--- src/design/mcu_reset_pkg.sv ---
// constants, types and register map of the reset sequencer
package mcu_reset_pkg;

  localparam int unsigned CLK_PERIOD_NS = 100;
  // reset_delay_time after the pin is released
  localparam int unsigned RESET_DELAY_NS = 100_000;
  localparam int unsigned RESET_DELAY_CYCLES =
    (RESET_DELAY_NS + CLK_PERIOD_NS - 1) / CLK_PERIOD_NS;
  // undervoltage_min_duration, a dip must outlast it
  localparam int unsigned UV_MIN_NS = 1_000_000;
  localparam int unsigned UV_MIN_CYCLES =
    (UV_MIN_NS + CLK_PERIOD_NS - 1) / CLK_PERIOD_NS;

  // undervoltage_threshold choices, one comparator per level
  localparam int unsigned UV_LEVELS = 4;
  localparam int unsigned UV_SEL_DEFAULT = 1;

  localparam int unsigned WDT_PRESCALE = 256;
  localparam int unsigned WDT_BITS = 8;

  localparam int unsigned ADDR_W = 12;
  localparam logic [ADDR_W-1:0] CTRL_OFS = 12'h000;
  localparam logic [ADDR_W-1:0] CMD_OFS = 12'h004;
  localparam logic [ADDR_W-1:0] STATUS_OFS = 12'h008;
  localparam logic [ADDR_W-1:0] WDTCNT_OFS = 12'h00C;

  localparam logic [31:0] CTRL_RESET = 32'h0000_0001;
  localparam int unsigned CTRL_WDT_EN_BIT = 0;
  localparam int unsigned CMD_KICK_BIT = 0;
  localparam int unsigned CMD_HALT_BIT = 1;
  localparam int unsigned STAT_TO_BIT = 0;
  localparam int unsigned STAT_PDF_BIT = 1;
  localparam int unsigned STAT_CAUSE_LSB = 2;
  localparam int unsigned STAT_UVEN_BIT = 5;
  localparam int unsigned STAT_RUN_BIT = 6;

  typedef enum logic [2:0] {
    CAUSE_POR,
    CAUSE_PIN,
    CAUSE_UV,
    CAUSE_WDT,
    CAUSE_WDT_HALT
  } cause_t;

  typedef struct packed {
    logic cpuReset;
    logic pcClear;
    logic spClear;
    logic ioPreset;
    logic cpuRun;
  } resetCtl_t;

endpackage

--- src/design/undervoltage_filter.sv ---
// low-supply duration filter
`timescale 1ns/1ps
module undervoltage_filter #(
  parameter int unsigned MIN_CYCLES = 1
) (
  input wire logic mclk,
  input wire logic sys_rst,
  input wire logic enable,
  input wire logic lowIn,
  output logic trip
);

  localparam int unsigned CW = $clog2(MIN_CYCLES + 1);
  localparam logic [CW-1:0] CNT_MAX = CW'(MIN_CYCLES);

  logic [CW-1:0] lowCount;

  // any high sample restarts the count, so short dips never trip
  always_ff @(posedge mclk) begin
    if (sys_rst || !enable || !lowIn) begin
      lowCount <= '0;
      trip <= 1'b0;
    end else if (lowCount != CNT_MAX) begin
      lowCount <= lowCount + 1'b1;
    end else begin
      trip <= 1'b1;
    end
  end

  uvMinDuration_a: assert property (@(posedge mclk) disable iff (sys_rst)
    $rose(trip) |-> $past(lowCount) == CNT_MAX && $past(lowIn))
    else $error("undervoltage trip before minimum duration");

  uvDisabled_a: assert property (@(posedge mclk) disable iff (sys_rst)
    !enable |=> !trip)
    else $error("undervoltage trip while function disabled");

endmodule

--- src/design/mcu_reset_sequencer.sv ---
// reset source merger, start-up timer and reset flags
//
// Summary of operation
// - A power-on reset clears the program counter so fetch starts at address zero.
// - A power-up presets all port data and direction registers to ones (inputs).
// - After the reset pin returns high, a fixed start-up delay runs before execution.
// - Execution stays stalled while the reset pin is low.
// - A pin reset in operation is a normal-operation reset; execution resumes after it.
// - A pin reset in operation clears the program counter and restarts from zero.
// - A watchdog overflow resets the device.
// - A watchdog reset in operation acts as a pin reset and also sets the time-out flag.
// - A low supply applies a full reset like a pin reset.
// - The low-voltage reset is enabled or disabled by a fixed configuration option.
// - Only a low supply lasting longer than the minimum duration causes a reset.
// - The low-voltage threshold is chosen from a configured set.
// - A power-on reset clears the time-out flag and the power-down flag.
// - A watchdog reset in power-down clears only PC and SP and sets the time-out flag.
//
// Local design decisions: the placing of the registers and the APB slave port.
`timescale 1ns/1ps
module mcu_reset_sequencer
  import mcu_reset_pkg::*;
#(
  parameter int unsigned RESET_DELAY = RESET_DELAY_CYCLES,
  parameter int unsigned UV_MIN = UV_MIN_CYCLES,
  parameter bit UV_ENABLE = 1'b1,
  parameter int unsigned UV_SEL = UV_SEL_DEFAULT,
  parameter int unsigned WDT_DIV = WDT_PRESCALE,
  parameter int unsigned WDT_W = WDT_BITS
) (
  input wire logic mclk,
  input wire logic sys_rst,
  input wire logic externalResetPinN,
  input wire logic [UV_LEVELS-1:0] undervoltageBelow,
  input wire logic psel,
  input wire logic penable,
  input wire logic pwrite,
  input wire logic [ADDR_W-1:0] paddr,
  input wire logic [31:0] pwdata,
  input wire logic [3:0] pstrb,
  output logic [31:0] prdata,
  output logic pready,
  output logic pslverr,
  output resetCtl_t resetCtl
);

  typedef enum logic [1:0] {
    ST_HOLD,
    ST_DELAY,
    ST_RUN,
    ST_HALT
  } seqState_t;

  localparam int unsigned SYNC_W = UV_LEVELS + 1;
  localparam int unsigned DLY_W = $clog2(RESET_DELAY + 1);
  localparam int unsigned PRE_W = $clog2(WDT_DIV + 1);
  localparam logic [DLY_W-1:0] DLY_LAST = DLY_W'(RESET_DELAY - 1);
  localparam logic [PRE_W-1:0] PRE_LAST = PRE_W'(WDT_DIV - 1);

  function automatic logic isMapped(input logic [ADDR_W-1:0] a);
    isMapped = (a == CTRL_OFS) || (a == CMD_OFS) ||
               (a == STATUS_OFS) || (a == WDTCNT_OFS);
  endfunction

  // ---------------- pin synchronisers ----------------
  logic [SYNC_W-1:0] syncA;
  logic [SYNC_W-1:0] syncB;
  wire [SYNC_W-1:0] rawIn = {undervoltageBelow, externalResetPinN};

  // cleared at reset: pin reads low, so power-up waits for the pin
  always_ff @(posedge mclk) begin
    if (sys_rst) begin
      syncA <= '0;
      syncB <= '0;
    end else begin
      syncA <= rawIn;
      syncB <= syncA;
    end
  end

  wire pinLow = !syncB[0];
  wire [UV_LEVELS-1:0] uvSync = syncB[SYNC_W-1:1];
  wire uvSelected = uvSync[UV_SEL];
  wire uvTrip;

  undervoltage_filter #(
    .MIN_CYCLES(UV_MIN)
  ) uvFilter (
    .mclk(mclk),
    .sys_rst(sys_rst),
    .enable(UV_ENABLE),
    .lowIn(uvSelected),
    .trip(uvTrip)
  );

  // ---------------- sequencer state ----------------
  seqState_t state;
  seqState_t next_state;
  cause_t cause;
  cause_t next_cause;
  logic [DLY_W-1:0] delayCnt;
  logic watchdogTimeoutFlag;
  logic powerDownFlag;

  wire extSource = pinLow || uvTrip;
  wire resetActive = (state == ST_HOLD) || (state == ST_DELAY);
  wire fullReset = resetActive && (cause != CAUSE_WDT_HALT);
  wire delayDone = (state == ST_DELAY) && (delayCnt == DLY_LAST);

  // ---------------- APB decode ----------------
  logic [31:0] ctrlReg;
  wire access = psel && penable;
  wire setup = psel && !penable;
  wire mapped = isMapped(paddr);
  wire wrLow = access && pwrite && pstrb[0];
  wire ctrlWr = wrLow && (paddr == CTRL_OFS);
  wire cmdWr = wrLow && (paddr == CMD_OFS);
  wire wdtKick = cmdWr && pwdata[CMD_KICK_BIT];
  wire haltReq = cmdWr && pwdata[CMD_HALT_BIT];
  wire wdtEnable = ctrlReg[CTRL_WDT_EN_BIT];

  // ---------------- watchdog_timer_unit ----------------
  logic [PRE_W-1:0] wdtPre;
  logic [WDT_W-1:0] watchdogCount;
  wire wdtRunning = wdtEnable && ((state == ST_RUN) || (state == ST_HALT));
  wire wdtTick = wdtRunning && (wdtPre == PRE_LAST);
  wire wdtOverflow = wdtTick && (&watchdogCount);

  // counter restarts after every reset and every kick
  always_ff @(posedge mclk) begin
    if (sys_rst || !wdtRunning || wdtKick) begin
      wdtPre <= '0;
      watchdogCount <= '0;
    end else if (wdtTick) begin
      wdtPre <= '0;
      watchdogCount <= watchdogCount + 1'b1;
    end else begin
      wdtPre <= wdtPre + 1'b1;
    end
  end

  // ---------------- next state ----------------
  // pin beats low supply, both beat the watchdog
  always_comb begin
    next_state = state;
    next_cause = cause;
    case (state)
      ST_HOLD: begin
        if (!extSource) begin
          next_state = ST_DELAY;
        end
      end
      ST_DELAY: begin
        if (extSource) begin
          next_state = ST_HOLD;
          next_cause = pinLow ? CAUSE_PIN : CAUSE_UV;
        end else if (delayDone) begin
          next_state = ST_RUN;
        end
      end
      ST_RUN: begin
        if (pinLow) begin
          next_state = ST_HOLD;
          next_cause = CAUSE_PIN;
        end else if (uvTrip) begin
          next_state = ST_HOLD;
          next_cause = CAUSE_UV;
        end else if (wdtOverflow) begin
          next_state = ST_DELAY;
          next_cause = CAUSE_WDT;
        end else if (haltReq) begin
          next_state = ST_HALT;
        end
      end
      ST_HALT: begin
        if (extSource) begin
          next_state = ST_HOLD;
          next_cause = pinLow ? CAUSE_PIN : CAUSE_UV;
        end else if (wdtOverflow) begin
          next_state = ST_DELAY;
          next_cause = CAUSE_WDT_HALT;
        end
      end
      default: begin
        next_state = ST_HOLD;
        next_cause = CAUSE_POR;
      end
    endcase
  end

  always_ff @(posedge mclk) begin
    if (sys_rst) begin
      state <= ST_HOLD;
      cause <= CAUSE_POR;
    end else begin
      state <= next_state;
      cause <= next_cause;
    end
  end

  // system_startup_timer, counts only in the delay state
  always_ff @(posedge mclk) begin
    if (sys_rst || (state != ST_DELAY)) begin
      delayCnt <= '0;
    end else if (!delayDone) begin
      delayCnt <= delayCnt + 1'b1;
    end
  end

  // flags survive pin and low-supply resets; only power-on clears
  always_ff @(posedge mclk) begin
    if (sys_rst) begin
      watchdogTimeoutFlag <= 1'b0;
      powerDownFlag <= 1'b0;
    end else begin
      if ((next_cause == CAUSE_WDT || next_cause == CAUSE_WDT_HALT) &&
          next_state == ST_DELAY && !resetActive) begin
        watchdogTimeoutFlag <= 1'b1;
      end
      if (state == ST_RUN && next_state == ST_HALT) begin
        powerDownFlag <= 1'b1;
      end
    end
  end

  // ---------------- reset outputs ----------------
  // a watchdog wake from power-down keeps all but PC and SP
  always_comb begin
    resetCtl.cpuReset = fullReset;
    resetCtl.pcClear = resetActive;
    resetCtl.spClear = resetActive;
    resetCtl.ioPreset = fullReset;
    resetCtl.cpuRun = (state == ST_RUN);
  end

  // ---------------- APB slave ----------------
  wire [31:0] statusWord = {
    25'h0,
    (state == ST_RUN),
    UV_ENABLE,
    cause,
    powerDownFlag,
    watchdogTimeoutFlag
  };

  logic [31:0] readMux;
  always_comb begin
    case (paddr)
      CTRL_OFS: readMux = ctrlReg;
      STATUS_OFS: readMux = statusWord;
      WDTCNT_OFS: readMux = 32'(watchdogCount);
      default: readMux = 32'h0000_0000;
    endcase
  end

  assign pready = 1'b1;
  assign pslverr = access && !mapped;

  always_ff @(posedge mclk) begin
    if (sys_rst) begin
      ctrlReg <= CTRL_RESET;
    end else if (ctrlWr) begin
      ctrlReg <= {31'h0, pwdata[CTRL_WDT_EN_BIT]};
    end
  end

  // read data captured in setup so it is stable through access
  always_ff @(posedge mclk) begin
    if (sys_rst) begin
      prdata <= 32'h0000_0000;
    end else if (setup) begin
      prdata <= pwrite ? 32'h0000_0000 : readMux;
    end
  end

  // ---------------- checks ----------------
  porPcClear_a: assert property (@(posedge mclk) disable iff (sys_rst)
    $fell(sys_rst) |-> resetCtl.pcClear && !resetCtl.cpuRun)
    else $error("power-on reset did not clear the program counter");

  porIoPreset_a: assert property (@(posedge mclk) disable iff (sys_rst)
    $fell(sys_rst) |-> resetCtl.ioPreset && resetCtl.cpuReset)
    else $error("power-on reset did not preset the ports");

  startDelay_a: assert property (@(posedge mclk) disable iff (sys_rst)
    $rose(resetCtl.cpuRun) |-> $past(state) == ST_DELAY &&
      $past(delayCnt) == DLY_LAST && !$past(extSource))
    else $error("execution resumed without the start-up delay");

  pinStall_a: assert property (@(posedge mclk) disable iff (sys_rst)
    pinLow |=> !resetCtl.cpuRun)
    else $error("execution ran with the reset pin low");

  pinResetKeeps_a: assert property (@(posedge mclk) disable iff (sys_rst)
    state == ST_RUN && pinLow |=> resetCtl.cpuReset &&
      $stable(watchdogTimeoutFlag) && $stable(powerDownFlag))
    else $error("pin reset in operation misbehaved");

  pinPcClear_a: assert property (@(posedge mclk) disable iff (sys_rst)
    state == ST_RUN && pinLow ##1 pinLow |-> resetCtl.pcClear && resetCtl.spClear)
    else $error("pin reset did not clear the program counter");

  wdtReset_a: assert property (@(posedge mclk) disable iff (sys_rst)
    state == ST_RUN && wdtOverflow && !extSource |=>
      state == ST_DELAY && resetCtl.cpuReset)
    else $error("watchdog overflow did not reset");

  wdtFlagSet_a: assert property (@(posedge mclk) disable iff (sys_rst)
    state == ST_RUN && wdtOverflow && !extSource |=>
      watchdogTimeoutFlag && resetCtl.ioPreset && $stable(powerDownFlag))
    else $error("watchdog reset did not set the time-out flag");

  uvReset_a: assert property (@(posedge mclk) disable iff (sys_rst)
    state == ST_RUN && uvTrip && !pinLow |=>
      resetCtl.cpuReset && resetCtl.ioPreset && cause == CAUSE_UV)
    else $error("low supply did not apply a full reset");

  porFlags_a: assert property (@(posedge mclk) disable iff (sys_rst)
    $fell(sys_rst) |-> !watchdogTimeoutFlag && !powerDownFlag)
    else $error("power-on reset left a reset flag set");

  haltWake_a: assert property (@(posedge mclk) disable iff (sys_rst)
    state == ST_HALT && wdtOverflow && !extSource |=>
      resetCtl.pcClear && resetCtl.spClear && !resetCtl.cpuReset &&
      !resetCtl.ioPreset && watchdogTimeoutFlag && powerDownFlag)
    else $error("watchdog wake from power-down reset too much");

  mergedReset_a: assert property (@(posedge mclk) disable iff (sys_rst)
    extSource |=> resetActive ##1 (resetActive || !$past(extSource)))
    else $error("internal reset dropped while a source was active");

endmodule

--- config.mk ---
export PLATFORM = sky130hd
export DESIGN_NAME = mcu_reset_sequencer
export DESIGN_NICKNAME = d
export VERILOG_FILES = /design/src/design/mcu_reset_pkg.sv /design/src/design/undervoltage_filter.sv /design/src/design/mcu_reset_sequencer.sv
export SDC_FILE = /design/constraint.sdc
export NUM_CORES = 1
export LEC_CHECK = 0
export BUFFER_PORTS_ARGS = -buffer_cell sky130_fd_sc_hd__buf_2
export CAP_MARGIN = 0
export CORE_UTILIZATION = 35
export CTS_CLUSTER_SIZE = 30
export DETAILED_ROUTE_END_ITERATION = 7
export PLACE_DENSITY_LB_ADDON = 0.3
export SYNTH_ARGS = -nofsm -noshare
export SYNTH_HDL_FRONTEND = slang
export SYNTH_SLANG_ARGS = --single-unit
--- constraint.sdc ---
create_clock -name mclk -period 1.8 [get_ports mclk]
set_input_delay 0.18 -clock mclk [delete_from_list [all_inputs] [get_ports mclk]]
set_output_delay 0.18 -clock mclk [all_outputs]
set_load 0.005 [all_outputs]
Word-level counts from Yosys, hierarchy flattened:

Index checks and enable logic that the tools add are counted.
Widths: inputs -> output; s select.

* output and inout port bits: 39
* input bits: 58
* flip-flop bits (word level): 88
* logic and storage cells: 90

* muxes and demuxes: 20
* equal/unequal tests: 15
* $add $sub $neg: 4
* reduce and logical (&&, ||, !) cells: 38

Operator list (count)
* $mux 32: 1
* $eq 12x4->1 const B: 2
* $pmux 8 s3: 1
* $mux 2: 10
* $mux 3: 6
* $logic_and 1x1->1: 17
* $add 14x1->14 const B: 1
* $ne 14x14->1 const B: 1
* $eq 12x3->1 const B: 1
* $logic_not 12->1: 1
* $logic_or 1x1->1: 11
* $add 10x1->10 const B: 1
* $eq 10x10->1 const B: 1
* $add 9x1->9 const B: 1
* $eq 9x8->1 const B: 1
* $pmux 3 s3: 1
* $add 8x1->8 const B: 1
* $pmux 2 s4: 1
* $reduce_and 8->1: 1
* $eq 2x2->1 const B: 3
* $logic_not 1->1: 6
* $eq 2x1->1 const B: 2
* $eq 3x2->1 const B: 1
* $eq 3x3->1 const B: 1
* other kinds (4): 4

Logic depth before layout (Yosys ltp):

* depth in word-level cells: 13
* gate-level depth with buffers: 10
* depth with buffers taken out: 8

Cells and area by module:

A second synthesis with hierarchy kept.

* cell total of the unflattened synthesis: 352
* area, all modules: 3036.7 um2

By module, submodules not included
* mcu_reset_sequencer: seq. area each 940.9 um2, times used 1, area each 2290.9 um2, cells each 266
* undervoltage_filter: seq. area each 300.3 um2, times used 1, area each 745.7 um2, cells each 86

Least setup slack after synthesis:

OpenSTA, ideal clock, no wires.

* kind: register to register
* start point: reg wdtPre[0]
* end point: reg watchdogCount[4]
* clock period less this slack: 1.949 ns
* path buffers: 2
* setup slack: -0.149 ns
* stages on the path, launching flop included: 11
* arrival: 1.831 ns
* required time: 1.683 ns
* setup time: 0.117 ns
* cells stage by stage: dfxtp_1 ha_1 nand2_1 nor2_1 ha_1 clkbuf_1 and3_1 clkbuf_1 nand4_1 xor2_1 nor2_1

* word-level cells in the longest chain between the ends: 2

Ends and longest elaborated chain
* from (decl): line mcu_reset_sequencer.sv:123 `logic [PRE_W-1:0] wdtPre;`
* from (signal assigned): line mcu_reset_sequencer.sv:138 `wdtPre <= wdtPre + 1'b1;`
* $eq 9x8->1: line mcu_reset_sequencer.sv:126 `wire wdtTick = wdtRunning && (wdtPre == PRE_LAST);`
* $logic_and 1x1->1: line mcu_reset_sequencer.sv:126
* to (signal assigned): line mcu_reset_sequencer.sv:136 `watchdogCount <= watchdogCount + 1'b1;`
* to (decl): line mcu_reset_sequencer.sv:124 `logic [WDT_W-1:0] watchdogCount;`

No other way between the ends.
A chain may end at the register's enable or synchronous reset.

Worst setup path after layout:

* start point: reg wdtPre[5]
* end point: reg powerDownFlag

* word-level cells in the longest chain between the ends: 9
* elaborated cells on any way between the ends: 11
* classes of those cells: eq/ne: 2; mux: 6; reduce/logical: 3

Ends and longest elaborated chain
* $eq 9x8->1 *: line mcu_reset_sequencer.sv:126
* $logic_and 1x1->1 *: line mcu_reset_sequencer.sv:126
* $logic_and 1x1->1 *: line mcu_reset_sequencer.sv:127 `wire wdtOverflow = wdtTick && (&watchdogCount);`
* $mux 2: line mcu_reset_sequencer.sv:168 `end else if (wdtOverflow) begin`
* $mux 2: line mcu_reset_sequencer.sv:165 `end else if (uvTrip) begin`
* $mux 2: line mcu_reset_sequencer.sv:162 `if (pinLow) begin`
* $pmux 2 s4 *: line mcu_reset_sequencer.sv:147 `case (state)`
* $eq 2x2->1 *: line mcu_reset_sequencer.sv:220 `if (state == ST_RUN && next_state == ST_HALT) begin`
* $logic_and 1x1->1 *: line mcu_reset_sequencer.sv:220
* to (signal assigned): line mcu_reset_sequencer.sv:214 `powerDownFlag <= 1'b0;`
* to (signal assigned): line mcu_reset_sequencer.sv:221 `powerDownFlag <= 1'b1;`
* to (decl): line mcu_reset_sequencer.sv:103 `logic powerDownFlag;`

Mark *: on every way between the ends. The rest lies on a longest branch, timed or not.

==> run_results.csv <==
group,metric,value,unit
outcome,status,"finished clean",
clock_network,numClockSinks,62,
drt,first_iter_violations,110,
critical_path,critical_path.startpoint_type,"flop",
timing,final.setup.worst_slack,60.2,ps
clock_network,cts_hold_buffers,0,
synth,ys_top_cells_by_area,"dfxtp_1 (41%), buf_4 (7.2%), nor2_1 (5.1%), xnor2_1 (4.9%), nor3_1 (4.0%)",
pwr,post-layout-total-power,2.72,mW
pwr,powerDensity,743,nW/um^2
timing,max_clock_freq,575,MHz
critical_path,timing.critical_path.slowest_cell_delay,400,ps
clock_network,clock_tree.root_cell,"clkbuf_8",
synth,synth_area,3020,um^2
die,design.die.area,9010,um^2
clock_network,inserted_clock_buffers,9,
synth,synth_edf_count,0,
placement,place_ws,-76.2,ps
critical_path,timing.critical_path.from,"wdtPre[5]",
timing,period_needed,1740,ps
synth,post_synth_num_cell_types,49,
finish,post_layout_nonfiller_instances,514,
grt,grtUsageTotal,13.8,%
die,floorplan.initialDensity,36.4,%
synth,syn_inst,347,
placement,dpl-instance-area,3320,um^2
drt,wirelength,5.70,mm
finish,antenna_cells,0,
finish,nNetsFinal,468,
critical_path,critical_path.top_delay_family,"simple AND/OR/NAND/NOR gates",
drt,detailroute.via_count,2449,
timing,totalNegativeSetupSlack,0,ps
synth,ys_dominant_reg_cell,"dfxtp_1",
timing,final_max_slew_viol_count,0,
synth,ys_seq_area_share,41.1,%
synth,avgSynthCellArea,8.70,um^2
critical_path,timing.critical_path.arrival,2010,ps
grt,grt.overflow.total,0,
finish,finish.instance_area,3660,um^2
synth,yosys_warnings,0,
finish,area_delta_synth_final,21.2,%
synth,synth_top_cell_area_share,41.1,%
run,max_cap_violations,0,
grt,grt_first_pass_wirelength,9.82,mm
clock_network,cts.htree.levels,3,
drt,avgRoutedWirePerCell,11.1,um
finish,post_route_cells_drive_above_1_share,25.7,%
grt,antenna_found_initial,0,
hold_path,critical_hold_path_startpoint,"externalResetPinN",
critical_path,critPathKind,"flop to flop",
die,chipWidth,94.9,um
critical_path,required_time_at_the_worst_slack_endpoint,2070,ps
placement,place.detailed.hpwl,4.06,mm
drt,drc,0,
drt,detail_route.vias_per_cell,4.76,
critical_path,cp_num_buf_inv,1,
finish,filler_cell_count,833,
hold_path,timing.hold.worst.class,"input pin to flop",
pwr,power_leakage,1.37,nW
critical_path,worst_path_max_delay_cell,"or4_1",
timing,finClkSkew,6.29,ps
grt,first_global_vias,2253,
critical_path,crit_path_cell_trace,"and4_4, nand2_4, nor2_4, ha_2, nand3_4, nor3_4, buf_6, or4_1, o2bb2ai_1",
clock_network,tritoncts,"yes",
die,placement_rows,33,
timing,timing_worst_slew_pin_value,533,ps
placement,placed_cells_incl_taps,492,
placement,io_buffer_count,35,
clock_network,cts_buffer_depth,2,
timing,setup_violations,0,
timing,final_hold_viol_count,0,
timing,worst_slew_margin_rel,64.4,%
drt,drt_pre_antenna_iters,4,
synth,async_reset_ff_share,0,%
clock_network,clk_pin_slew,70,ps
die,dieHeight,94.9,um
drt,detail-route-antenna-nets,0,
synth,ys_ff_latch,62,
timing,finalHoldWorstSlack,60.4,ps
critical_path,critical_path_peak_fanout,7,
timing,min_period_over_period,96.7,%
die,floorplan.core_area,8300,um^2
clock_network,worst_skew_pair.late_latency,330,ps
synth,synth_area_leader_cell,"dfxtp_1",
critical_path,critical_path.reg2reg.startpoint,"wdtPre[5]",
die,design.portCount,97,
critical_path,critPathCaptureType,"flop",
grt,grt_start_max_net_pins,18,
placement,routabilityCongestion,0.789,
finish,final_core_utilization,44.1,%
pwr,vdd_ir_drop_max,0.000348,V
## sequential cells by signal, indices dropped and copies added, names as in the netlist
signal and count:
cause 3, ctrlReg 1, delayCnt 10, powerDownFlag 1, prdata 8, state 2, syncA 2, syncB 2
uvFilter.lowCount 14, uvFilter.trip 1, watchdogCount 8, watchdogTimeoutFlag 1, wdtPre 9
## final timing paths
kind / end / slack, ps / cells past startpoint
max: powerDownFlag / 60 / 9
min: syncA[0] / 60 / 2
max reg2reg: powerDownFlag / 60 / 9
min reg2reg: syncB[0] / 440 / 1
## synth_stat cells, types with 3 or more instances
library cell   n
dfxtp_1       62
nor2_1        41
nand4_1       11
nor2b_1        6
nor4_1         3
nand2b_1       5
and3_1         6
nor4_2         3
xnor2_1       17
or3_1          6
nor3_1        24
nand2_1       23
o21ai_1        7
mux2i_1        7
inv_1         10
buf_4         29
nand3_1       16
o21ai_0        3
clkbuf_1       6
ha_1           6
a21oi_1       12
xor2_1        12
## logic make-up after synthesis
kind of cell,after synthesis,share of synthesized area [%]
fa+ha+maj,6,2.49
simple gates,162,29.0
other cells,2,0.249
compound gates,29,6.26
xor+xnor,29,8.41
buf+inv,49,9.78
mux,8,2.69
flops,62,41.1
## repair_timing
item,CTS,global route
resized for setup,10,15
endpoints found under the setup margin,10,16
pin swaps,4,8
buffers inserted,2,4
## routing by layer
metal  share of wire (%)  routed length (um)  global-route usage, %
met3                 3.3                 189                   2.50
met5                   0                   0                      0
met1                  49                2820                   17.7
met4                 1.8                 105                   7.07
met2                  45                2580                   22.0
## power breakdown
part           switching [mW]  internal [mW]  total (mW)
logic                  0.0518         0.0326      0.0843
registers             0.00566           1.38        1.38
clock network           0.536          0.715        1.25
total                   0.594           2.12        2.72
## final cells by class
class                           instances  area [um^2]  area share (%)
Clock buffer                           13          159            4.34
Clock inverter                          3         42.5            1.16
Inverter                               11         41.3            1.13
Multi-Input combinational cell        259         1660            45.4
Sequential cell                        62         1250            34.1
Tap cell                              105          131            3.59
Timing Repair Buffer                   61          378            10.3
## layout by cell type (no fill, tap or decap), types with 15 or more instances in the layout
cell type and count:
buf_2 35, buf_4 24, conb_1 25, dfxtp_1 56
nand2_1 22, nand3_1 15, nor2_1 40, nor3_1 21
xnor2_1 17
(Power assumes the default switching activity.)
